**config.mk**
```make
export PLATFORM = sky130hd
export DESIGN_NAME = mac_hash_filter_backoff_pacing
export DESIGN_NICKNAME = d
export VERILOG_FILES = /design/src/rtl/mac_filter_pkg.sv /design/src/rtl/group_hash_fold.sv /design/src/rtl/mac_hash_filter_backoff_pacing.sv
export VERILOG_INCLUDE_DIRS = /design/src /design/src/rtl
export SDC_FILE = /design/constraint.sdc
export NUM_CORES = 1
export LEC_CHECK = 0
export BUFFER_PORTS_ARGS = -buffer_cell sky130_fd_sc_hd__buf_2
export CAP_MARGIN = 20
export CORE_MARGIN = 1.5
export CORE_UTILIZATION = 50
export DETAILED_ROUTE_END_ITERATION = 10
export PLACE_DENSITY = 0.72
export SLEW_MARGIN = 20
export SYNTH_ARGS = -nofsm -noshare
export SYNTH_HDL_FRONTEND = slang
export SYNTH_SLANG_ARGS = --single-unit
```
**constraint.sdc**
```tcl
create_clock -name pclk -period 2.2 [get_ports pclk]
set_input_delay 0.44 -clock pclk [delete_from_list [all_inputs] [get_ports pclk]]
set_output_delay 0.44 -clock pclk [all_outputs]
set_load 0.005 [all_outputs]
```
**src/rtl/mac_filter_regs.svh**
```systemverilog
// Register offsets, field positions, reset values and timing counts
`ifndef MAC_FILTER_REGS_SVH
`define MAC_FILTER_REGS_SVH
`define OFS_STATION_ADDR_UPPER 12'h0_000
`define OFS_HASH_LOW 12'h0_004
`define OFS_HASH_HIGH 12'h0_008
`define OFS_BACKOFF_OBSERVE 12'h0_00C
`define OFS_PACING_OBSERVE 12'h0_010
`define RST_STATION_ADDR 32'h0000_0000
`define RST_HASH 32'h0000_0000
`define RND_LSB 16
`define TALLY_LSB 12
`define PACE_LOAD 5'h1F
`define IPG_NS 96
`define SLOT_NS 512
`define IPG_CYCLES ((`IPG_NS + 7) / 8)
`define SLOT_CYCLES ((`SLOT_NS + 7) / 8)
`endif

```
**src/rtl/mac_filter_pkg.sv**
```systemverilog
// Types shared by the filter, back-off and pacing block
package mac_filter_pkg;
  // Transmit gap states
  typedef enum logic [2:0] {
    GAP_IDLE = 3'b001,
    GAP_WAIT = 3'b010,
    GAP_BACKOFF = 3'b100
  } gap_state_t;
  // Transmit frame end report
  typedef struct packed {
    logic done;
    logic collided;
    logic deferred;
  } tx_report_t;
  // Received destination address
  typedef struct packed {
    logic valid;
    logic [47:0] addr;
  } rx_addr_t;
endpackage

```
**src/rtl/group_hash_fold.sv**
```systemverilog
// XOR fold of a destination address into a 6-bit hash
`timescale 1ns/10ps
module group_hash_fold (
  input wire logic [47:0] destination_address,
  output logic [5:0] hash
);
  // One fold per hash bit
  genvar i;
  generate
    for (i = 0; i < 6; i = i + 1) begin : g_fold
      assign hash[i] = destination_address[i] ^ destination_address[i+6]
        ^ destination_address[i+12] ^ destination_address[i+18]
        ^ destination_address[i+24] ^ destination_address[i+30]
        ^ destination_address[i+36] ^ destination_address[i+42];
    end
  endgenerate
endmodule // group_hash_fold

```
**src/rtl/mac_hash_filter_backoff_pacing.sv**
```systemverilog
// Station address, group hash filter, back-off and transmit pacing
//
// The implementer's own choices: the register addresses and the APB interface to the registers.
`timescale 1ns/10ps
`include "mac_filter_regs.svh"
module mac_hash_filter_backoff_pacing #(
  parameter int IPG_CYCLES = `IPG_CYCLES,
  parameter int SLOT_CYCLES = `SLOT_CYCLES
) (
  input wire logic pclk,
  input wire logic presetn,
  input wire logic psel,
  input wire logic penable,
  input wire logic pwrite,
  input wire logic [11:0] paddr,
  input wire logic [31:0] pwdata,
  output logic [31:0] prdata,
  output logic pready,
  output logic pslverr,
  input wire mac_filter_pkg::rx_addr_t rx_dest,
  output logic rx_group_accept,
  output logic rx_group_valid,
  input wire mac_filter_pkg::tx_report_t tx_report,
  input wire logic tx_collision,
  input wire logic tx_frame_start,
  output logic tx_gap_ok,
  output logic [47:0] station_source_address
);
  // Register storage
  logic [31:0] station_addr_upper_bytes_r;
  logic [31:0] group_hash_table_low_r;
  logic [31:0] group_hash_table_high_r;
  // Back-off and pacing state
  logic [9:0] backoff_random_value_r;
  logic [3:0] frame_collision_tally_r;
  logic [9:0] slot_wait_counter_r;
  logic [4:0] pacing_counter_value_r;
  // Slot and gap timing
  logic [15:0] slot_tick_r;
  logic [15:0] gap_count_r;
  logic last_clean_r;
  mac_filter_pkg::gap_state_t gap_state_r;
  // Combinational helpers
  logic [5:0] hash;
  logic [63:0] table_full;
  logic setup_w;
  logic access_w;
  logic [31:0] rd_nxt;
  logic hit_w;
  logic [9:0] mask_w;
  logic [15:0] gap_len_w;

  // Bus phases
  // Access phase covers the cycle that carries ready
  assign setup_w = psel && !penable;
  assign access_w = psel && penable;

  // Hash of received address
  // Table bit index is the folded hash
  group_hash_fold u_fold (
    .destination_address(rx_dest.addr),
    .hash(hash)
  );
  assign table_full = {group_hash_table_high_r, group_hash_table_low_r};
  assign hit_w = (rx_dest.addr[0]) && table_full[hash];

  // Read mux and address decode
  // Reserved bits read as zero
  always_comb begin
    rd_nxt = 32'h0000_0000;
    case (paddr)
      // Writable registers read back as stored
      `OFS_STATION_ADDR_UPPER: rd_nxt = station_addr_upper_bytes_r;
      `OFS_HASH_LOW: rd_nxt = group_hash_table_low_r;
      `OFS_HASH_HIGH: rd_nxt = group_hash_table_high_r;
      // Observe word: random value, tally, back-off count
      `OFS_BACKOFF_OBSERVE: begin
        rd_nxt[`RND_LSB +: 10] = backoff_random_value_r;
        rd_nxt[`TALLY_LSB +: 4] = frame_collision_tally_r;
        rd_nxt[9:0] = slot_wait_counter_r;
      end
      // Pacing value, nonzero while pacing is active
      `OFS_PACING_OBSERVE: rd_nxt[4:0] = pacing_counter_value_r;
      // Unmapped offsets read as zero
      default: rd_nxt = 32'h0000_0000;
    endcase
  end

  // APB answer: no wait state, ready in the first access cycle
  // Ready is a one-cycle pulse; a held access phase gets no second one
  always_ff @(posedge pclk or negedge presetn) begin
    if (!presetn) begin
      // Bus answer idle in reset
      prdata <= 32'h0000_0000;
      pready <= 1'b0;
      pslverr <= 1'b0;
    end else begin
      // Ready follows every setup cycle
      pready <= setup_w;
      if (setup_w) begin
        // Read data captured at setup, write cycles return zero
        prdata <= pwrite ? 32'h0000_0000 : rd_nxt;
        // Error for any offset outside the five registers
        pslverr <= !(paddr == `OFS_STATION_ADDR_UPPER || paddr == `OFS_HASH_LOW ||
                     paddr == `OFS_HASH_HIGH || paddr == `OFS_BACKOFF_OBSERVE ||
                     paddr == `OFS_PACING_OBSERVE);
      end else begin
        // Error stands only with its ready pulse
        pslverr <= pslverr && access_w && !pready;
      end
    end
  end

  // Writable registers, written at access completion
  always_ff @(posedge pclk or negedge presetn) begin
    if (!presetn) begin
      station_addr_upper_bytes_r <= `RST_STATION_ADDR;
      group_hash_table_low_r <= `RST_HASH;
      group_hash_table_high_r <= `RST_HASH;
    end else if (access_w && pready && pwrite) begin
      // Write lands at the access edge that sees ready
      case (paddr)
        `OFS_STATION_ADDR_UPPER: station_addr_upper_bytes_r <= pwdata;
        `OFS_HASH_LOW: group_hash_table_low_r <= pwdata;
        `OFS_HASH_HIGH: group_hash_table_high_r <= pwdata;
        // Observe registers ignore writes without error
        default: ;
      endcase
    end
  end

  // Upper address bytes placed in frame order, low bytes left to others
  // Extra stage keeps the port a flip-flop output
  always_ff @(posedge pclk or negedge presetn) begin
    if (!presetn) begin
      station_source_address <= 48'h0000_0000_0000;
    end else begin
      station_source_address[23:16] <= station_addr_upper_bytes_r[31:24];
      station_source_address[31:24] <= station_addr_upper_bytes_r[23:16];
      station_source_address[39:32] <= station_addr_upper_bytes_r[15:8];
      station_source_address[47:40] <= station_addr_upper_bytes_r[7:0];
      // Lower two bytes belong to another register
      station_source_address[15:0] <= 16'h0000;
    end
  end

  // Receive filter result, registered
  always_ff @(posedge pclk or negedge presetn) begin
    if (!presetn) begin
      rx_group_accept <= 1'b0;
      rx_group_valid <= 1'b0;
    end else begin
      // Result qualifier only for group addresses
      rx_group_valid <= rx_dest.valid && rx_dest.addr[0];
      // Accept needs the group bit and a table hit
      rx_group_accept <= rx_dest.valid && hit_w;
    end
  end

  // Free-running random generator, counts from zero
  // Wraps at ten bits and never stops
  always_ff @(posedge pclk or negedge presetn) begin
    if (!presetn) begin
      backoff_random_value_r <= 10'h000;
    end else begin
      backoff_random_value_r <= backoff_random_value_r + 10'h001;
    end
  end

  // Per-frame collision tally
  always_ff @(posedge pclk or negedge presetn) begin
    if (!presetn) begin
      frame_collision_tally_r <= 4'h0;
    end else if (tx_frame_start && !tx_collision) begin
      // New frame clears the count unless it collides at once
      frame_collision_tally_r <= 4'h0;
    end else if (tx_collision && frame_collision_tally_r != 4'hF) begin
      // Count saturates at fifteen
      frame_collision_tally_r <= frame_collision_tally_r + 4'h1;
    end else if (tx_report.done && !tx_report.collided) begin
      // Clean frame end also clears
      frame_collision_tally_r <= 4'h0;
    end
  end

  // Truncated exponential range mask, up to ten bits
  // Range grows one bit per earlier collision
  always_comb begin
    mask_w = 10'h000;
    for (int k = 0; k < 10; k++) begin
      if (k <= int'(frame_collision_tally_r)) mask_w[k] = 1'b1;
    end
  end

  // Slot time tick source
  // A collision restarts slot timing
  always_ff @(posedge pclk or negedge presetn) begin
    if (!presetn) begin
      slot_tick_r <= 16'h0000;
    end else if (tx_collision || slot_tick_r == 16'(SLOT_CYCLES - 1)) begin
      slot_tick_r <= 16'h0000;
    end else begin
      slot_tick_r <= slot_tick_r + 16'h0001;
    end
  end

  // Back-off counter: loaded on collision, one less each slot
  always_ff @(posedge pclk or negedge presetn) begin
    if (!presetn) begin
      slot_wait_counter_r <= 10'h000;
    end else if (tx_collision) begin
      // Random value cut to the allowed range
      slot_wait_counter_r <= backoff_random_value_r & mask_w;
    end else if (slot_wait_counter_r != 10'h000 &&
                 slot_tick_r == 16'(SLOT_CYCLES - 1)) begin
      // One less per slot, held at zero
      slot_wait_counter_r <= slot_wait_counter_r - 10'h001;
    end
  end

  // Pacing counter
  always_ff @(posedge pclk or negedge presetn) begin
    if (!presetn) begin
      pacing_counter_value_r <= 5'h00;
    end else if (tx_report.done) begin
      // Only frame ends move the pacing counter
      if (tx_report.collided || tx_report.deferred) begin
        pacing_counter_value_r <= `PACE_LOAD;
      end else if (pacing_counter_value_r != 5'h00) begin
        // Clean frame: one less, never below zero
        pacing_counter_value_r <= pacing_counter_value_r - 5'h01;
      end
    end
  end

  // Gap length: four gaps only after a clean frame while pacing
  // Pacing value after this frame's update decides
  assign gap_len_w = (last_clean_r && pacing_counter_value_r != 5'h00) ?
    16'(4 * IPG_CYCLES) : 16'(IPG_CYCLES);

  // Gap and back-off wait machine
  always_ff @(posedge pclk or negedge presetn) begin
    if (!presetn) begin
      gap_state_r <= mac_filter_pkg::GAP_IDLE;
      gap_count_r <= 16'h0000;
      last_clean_r <= 1'b0;
      tx_gap_ok <= 1'b0;
    end else begin
      case (gap_state_r)
        mac_filter_pkg::GAP_IDLE: begin
          // Gap stays open between frames except at a start
          tx_gap_ok <= !tx_frame_start;
          if (tx_collision) begin
            // Collision: wait out the back-off first
            gap_state_r <= mac_filter_pkg::GAP_BACKOFF;
            tx_gap_ok <= 1'b0;
          end else if (tx_report.done) begin
            // Frame end opens a gap
            last_clean_r <= !(tx_report.collided || tx_report.deferred);
            gap_count_r <= 16'h0000;
            gap_state_r <= mac_filter_pkg::GAP_WAIT;
            tx_gap_ok <= 1'b0;
          end
        end
        mac_filter_pkg::GAP_WAIT: begin
          if (tx_report.done) begin
            // A frame end inside the gap starts a fresh gap
            last_clean_r <= !(tx_report.collided || tx_report.deferred);
            gap_count_r <= 16'h0000;
            tx_gap_ok <= 1'b0;
          end else begin
            // Count cycles until the gap length is reached
            gap_count_r <= gap_count_r + 16'h0001;
            if (gap_count_r + 16'h0001 >= gap_len_w) begin
              gap_state_r <= mac_filter_pkg::GAP_IDLE;
              tx_gap_ok <= 1'b1;
            end
          end
        end
        mac_filter_pkg::GAP_BACKOFF: begin
          // Back-off over: normal gap follows
          if (slot_wait_counter_r == 10'h000 && !tx_collision) begin
            gap_count_r <= 16'h0000;
            last_clean_r <= 1'b0;
            gap_state_r <= mac_filter_pkg::GAP_WAIT;
          end
        end
        default: gap_state_r <= mac_filter_pkg::GAP_IDLE;
      endcase
    end
  end
endmodule // mac_hash_filter_backoff_pacing

```
==> metrics, run 1 <==
post-synth cell types 64; Die Area 23100 sq um; Reg power frac 41.7%; Setup CP Type flop to flop; placed cells 1450; post-synthesis cell count 959; Final setup viols 23; Internal 7870 uW; DP Wirelength 20.8 mm; Critical-path top delay cell dfrtp_1; Hold Crit Depth 3; Post-synth EDFFs 0; Max clock buf depth 3; worst slack, placed -550 ps; Global Route Usage Sum 25.5%; routability cong. 0.854; Rel. slew slack 64.1%; Site Rows 54; Psw 3100 uW; RSZ-0062 raised after global routing yes; final hold slack 152 ps; pin count of the biggest net entering global routing 67; die width 152 microns; number of max-cap violations 0; final period utilization 108%; Critical Path AT 2840 ps; crit-path cells inv_2 > ha_4 > nor4b_4 > nor2_1 > ha_1 > a21o_1 > a21o_1 > a221oi_2 > nand2_1 > a22o_1 > a21oi_1; DR DRC count 0; register area share after synthesis 51.9%; nets 1329; number of H-tree levels 1; fmax 420 MHz; status finished, violations left; CP Launch Type flop; Filler Cell Count 1642; Max IR drop VDD 0.686 mV; initial antenna violation count 1; dpl cell area 12900 sq um; Crit Path Max Fanout 3; share of cells above drive strength 1 39.9%; most used cell along the critical path a21o_1; Avg Vias per Cell 5.94; CTS root buffer clkbuf_16; via count 8986; Post-Layout Cell Count 1513; Power Dens Cells 773 nW/um^2; total power 11000 uW; Clock Skews 14.5 ps; Initial Util 50.8%; mean routed wirelength per cell 19.8 microns; core area 21800 sq um; Worst R2R Path Depth 11; sequential cell area 5760 sq um; first-pass GRT wire length 47.7 mm; CTS tree done; Tmin final 2380 ps; drt total wl 29.9 mm; worst flop-to-flop path startpoint pacing_counter_value_r[0]; hold wc startpoint rx_dest[48]; fin area 14200 sq um; r2r endpoint gap_state_r[1]; I/O pin count 188; yosys warns 0; final hold violation count 0; cell leakage power 0.00707 uW; post-synth design cell area 11100 sq um; CP required 2660 ps; PnR worst setup slack -182 ps; P&R area growth vs syn 27.7%; syn_area_per_cell 11.6 sq um; Hold WC Path Type input port to flop; PortBufs 171; ys async rst share 100%; clock share of power 37.6%; Slew Viols, Final 0; GR Overflow Total 0; count of state elements after synthesis 230; Sink Count 230; FF-to-FF setup slack -180 ps; Antenna Nets Post-Route 0; Synth Flop Type dfrtp_1; crit-path max cell delay 390 ps; worst slew pin tran 538 ps; hold endpoint rx_group_valid; switching share of power 28.3%; failing checks negative setup slack; TritonCTS Buffers 25; Crit. End Element flop; Clk pin slew, worst setup/hold paths 60 ps; Logic pwr share 20.6%; Die H 152 microns; multi-input logic area 5310 sq um; latest clock arrival within the worst-skew pair 530 ps; DR pass1 iterations 6; DRT iter0 DRCs 682; vias in the first global route 8908
-- layout make-up --
type	instances	share of cell area [%]
diodes	1	0.0177
clock buffers	36	5.06
clock inverters	9	0.653
inverters	21	0.556
multi-input cells	656	37.5
flip-flops and latches	230	40.6
well taps	280	2.47
repair buffers	280	13.1
-- flip-flops by register name, indices dropped and copies added (netlist names), 3 cells and up --
name,flops
backoff_random_value_r,10
frame_collision_tally_r,4
gap_count_r,16
gap_state_r,3
group_hash_table_high_r,32
group_hash_table_low_r,32
pacing_counter_value_r,5
prdata,32
slot_tick_r,16
slot_wait_counter_r,10
station_addr_upper_bytes_r,32
station_source_address,32
-- cells in the mapped netlist, types with 4 or more instances --
| cell type | count | area [sq um] |
|---|---|---|
| nand3_1 | 30 | 150 |
| inv_1 | 21 | 78.8 |
| nand2_1 | 70 | 263 |
| mux2_1 | 4 | 45.0 |
| nor2b_1 | 7 | 43.8 |
| xor2_1 | 14 | 123 |
| nand4_1 | 5 | 31.3 |
| o21ai_0 | 54 | 270 |
| a22o_1 | 8 | 70.1 |
| xnor2_1 | 55 | 482 |
| mux4_1 | 12 | 315 |
| a222oi_1 | 32 | 320 |
| nor3_1 | 16 | 80.1 |
| nand2b_1 | 7 | 43.8 |
| dfrtp_1 | 229 | 5730 |
| a21o_1 | 18 | 135 |
| nor2_1 | 50 | 188 |
| a21boi_0 | 9 | 67.6 |
| a22oi_1 | 7 | 52.6 |
| ha_1 | 12 | 150 |
| buf_4 | 16 | 120 |
| buf_2 | 13 | 65.1 |
| mux2i_1 | 8 | 80.1 |
| o211ai_1 | 8 | 60.1 |
| o21ai_1 | 4 | 20.0 |
| mux2_2 | 96 | 1080 |
| clkbuf_1 | 37 | 139 |
| o31ai_1 | 5 | 37.5 |
| and3_1 | 14 | 87.6 |
| a21oi_1 | 35 | 175 |
| or3_1 | 5 | 31.3 |
| nor4_1 | 8 | 50.1 |
-- metrics by stage --
step / TNS [ps] / utilization [%]
6_report: -2190 / 65.0
4_1_cts: -2110 / 64.2
5_1_grt: -4410 / 64.9
3_5_place_dp: -20050 / 59.3
2_1_floorplan: -1470 / -
3_3_place_gp: -13150 / 59.3
-- layer usage --
metal,vias to the layer above,track usage (%),part of all wire [%]
li1,3997,-,-
met1,4523,36.0,42
met2,421,40.9,47
met3,45,4.71,8.4
met4,0,6.47,2.2
met5,-,0,0
-- worst max path at each step --
stage	endpoint	cells past startpoint	slack, ps	from
floorplan	gap_state_r[1]	11	-180	pacing_counter_value_r[0]
global placement	rx_group_accept	8	-530	rx_dest[0]
detailed placement	rx_group_accept	8	-550	rx_dest[0]
CTS	gap_state_r[1]	11	-150	pacing_counter_value_r[0]
global route	tx_gap_ok	11	-280	pacing_counter_value_r[1]
finish	gap_state_r[1]	11	-180	pacing_counter_value_r[0]
-- power groups by stage --
stage	logic [uW]	registers (uW)	clock network, uW
detailed placement	1830	4630	0
CTS	2120	4560	4180
global route	2440	4600	4340
finish	2260	4580	4130
global placement	1780	4620	0
floorplan	1080	4590	0
-- logic make-up after synthesis --
family	synth area share [%]
and+or+nand+nor	10.5
buffers and inverters	3.73
other	0.0338
DFF	51.9
AOI/OAI and AO/OA	12.5
xor gates and xnor gates	5.89
adders and majority gates	1.35
muxes	14.1
-- worst max-delay path, delay by kind of cell (launching register included) --
family / cells / cell delay [ps]
DFF: 1 / 390
adders and majority gates: 2 / 420
and+or+nand+nor: 3 / 460
buffers and inverters: 1 / 100
AOI/OAI and AO/OA: 5 / 950
-- timing repair --
item,CTS,global route
buffers inserted,14,4
hold endpoints to repair,60,0
resized for setup,62,36
cloned,1,0
endpoints found under the setup margin,27,31
pin swaps,30,17
hold buffers,1,0
-- layout by cell type (no fill, tap or decap), drive strengths merged, types with 5 or more instances in the layout --
cell	instances
buf	279
dfrtp	229
mux2	100
nand2	70
xnor2	58
o21ai	58
nor2	50
clkbuf	36
a21oi	35
a222oi	32
nand3	30
inv	22
a21o	18
conb	16
nor3	16
and3	14
xor2	14
mux4	14
ha	12
a21boi	9
nor4	9
mux2i	8
o211ai	8
a22o	8
a22oi	7
nand2b	7
nor2b	7
nand4	5
o31ai	5
or3	5
No activity file was read; power rests on OpenSTA's default activity.
==> inputs of run 2 (changes only) <==
PLACE_DENSITY = 0.69   (was 0.72)
clock period = 2.8 ns   (was 2.2 ns; I/O delays follow)
==> run 2 against run 1 <==
  * Global-route usage is 0.67 points lower
  * Highest routed layer unchanged
  * Clock skew is 6.4 ps lower
  * Critical path type unchanged
  * The flow now finishes without violations
  * Flip-flop and latch count stayed put
  * Clock-buffer cell count stayed put
  * Power is 26% lower
==> metrics, run 2 (synthesized netlist as in run 1, its figures left out) <==
status completed; Avg Vias per Cell 5.82; drt total wl 28.6 mm; multi-input logic area 5030 sq um; worst slew pin tran 678 ps; vias in the first global route 8383; I/O pin count 188; CTS tree done; Filler Cell Count 1758; Crit. End Element flop; mean routed wirelength per cell 19.8 microns; CP Launch Type flop; Critical-path top delay cell dfrtp_1; latest clock arrival within the worst-skew pair 520 ps; die width 152 microns; Post-Layout Cell Count 1444; final period utilization 89.6%; first-pass GRT wire length 46.3 mm; Max clock buf depth 3; Setup CP Type flop to flop; worst flop-to-flop path startpoint pacing_counter_value_r[0]; Tmin final 2510 ps; Final setup viols 0; Critical Path AT 2950 ps; GR Overflow Total 0; RSZ-0062 raised after global routing no; DRT iter0 DRCs 716; Die H 152 microns; routability cong. 0.830; via count 8404; Clock Skews 8.14 ps; PortBufs 171; Global Route Usage Sum 24.8%; Die Area 23100 sq um; Rel. slew slack 54.8%; nets 1260; CTS root buffer clkbuf_16; sequential cell area 5760 sq um; final hold violation count 0; Slew Viols, Final 0; Clk pin slew, worst setup/hold paths 60 ps; number of max-cap violations 0; cell leakage power 0.00665 uW; core area 21800 sq um; commonest non-fill, non-tap cell in the layout dfrtp_1; DR DRC count 0; initial antenna violation count 2; CP startpoint pacing_counter_value_r[0]; placed cells 1397; final setup TNS 0 ps; pin count of the biggest net entering global routing 81; DP Wirelength 20.1 mm; TritonCTS Buffers 26; Initial Util 50.8%; P&R area growth vs syn 20.2%; crit-path cells inv_1 > ha_1 > nor4b_4 > nor2_1 > ha_1 > a21o_1 > a21o_1 > a221oi_2 > nand2_1 > a22o_1 > a21oi_1; Power Dens Cells 609 nW/um^2; worst slack, placed 57.3 ps; PnR worst setup slack 290 ps; DR pass1 iterations 8; Crit Path Max Fanout 5; Site Rows 54; share of cells above drive strength 1 31.6%; Sink Count 230; most frequent cells in the layout 229 x dfrtp_1, 170 x buf_2, 96 x mux2_2, 70 x nand2_1, 55 x xnor2_1; CP required 3240 ps; Hold WC Path Type input port to asynchronous set/reset pin; crit-path max cell delay 420 ps; Antenna Nets Post-Route 0; Max IR drop VDD 0.387 mV; fmax 398 MHz; number of H-tree levels 1
## run 2: final cells by class
cell class                      instances  area share [%]
Antenna cell                            2          0.0375
Clock buffer                           36            5.62
Clock inverter                          9           0.572
Inverter                               21           0.591
Multi-Input combinational cell        656            37.7
Sequential cell                       230            43.2
Tap cell                              280            2.63
Timing Repair Buffer                  210            9.72
## run 2: worst paths after layout
check	end	slack, ps	depth (start not counted)
max	gap_state_r[1]	290	11
min	station_source_address[22]	40	1
max reg2reg	gap_state_r[1]	290	11
min reg2reg	station_source_address[18]	400	0
max in group asynchronous	gap_state_r[0]	1990	2
min in group pclk	group_hash_table_low_r[5]	300	2
## run 2: stage by stage
step | total power, uW | hold WS [ps] | instance area, sq um | util, %
after global placement | 4870 | 388 | 12500 | 57.2
after CTS | 8170 | 62.3 | 13300 | 61.0
after detailed placement | 4900 | 391 | 12500 | 57.2
after global routing | 8460 | 94.9 | 13300 | 61.1
final | 8120 | 36.9 | 13300 | 61.1
after floorplan | 4420 | 264 | 11200 | -
## run 2: worst max-delay path, delay by kind of cell (launching register included)
| family | cells | cell delay (ps) |
|---|---|---|
| AO/OA/AOI/OAI | 5 | 1030 |
| adder cells (fa/ha/maj) | 2 | 430 |
| buffers and inverters | 1 | 100 |
| flip-flops | 1 | 420 |
| AND/OR/NAND/NOR | 3 | 430 |
## run 2: routing by layer
metal | GRT usage (%) | vias up | share of wire, %
met3 | 3.34 | 41 | 5.6
met2 | 40.1 | 288 | 48
met5 | 0 | - | 0
met1 | 35.5 | 4221 | 44
li1 | - | 3854 | -
met4 | 6.38 | 0 | 1.9
## run 2: power breakdown
part	internal, uW	switching (uW)	total (uW)
logic	550	675	1230
clock network	1950	1320	3270
registers	3440	184	3630
## run 2: timing repair
item                                    4_1_cts  5_1_grt
resized for setup                             0        3
setup buffers                                 0        0
hold buffers                                  0        0
endpoints found under the setup margin        0        3
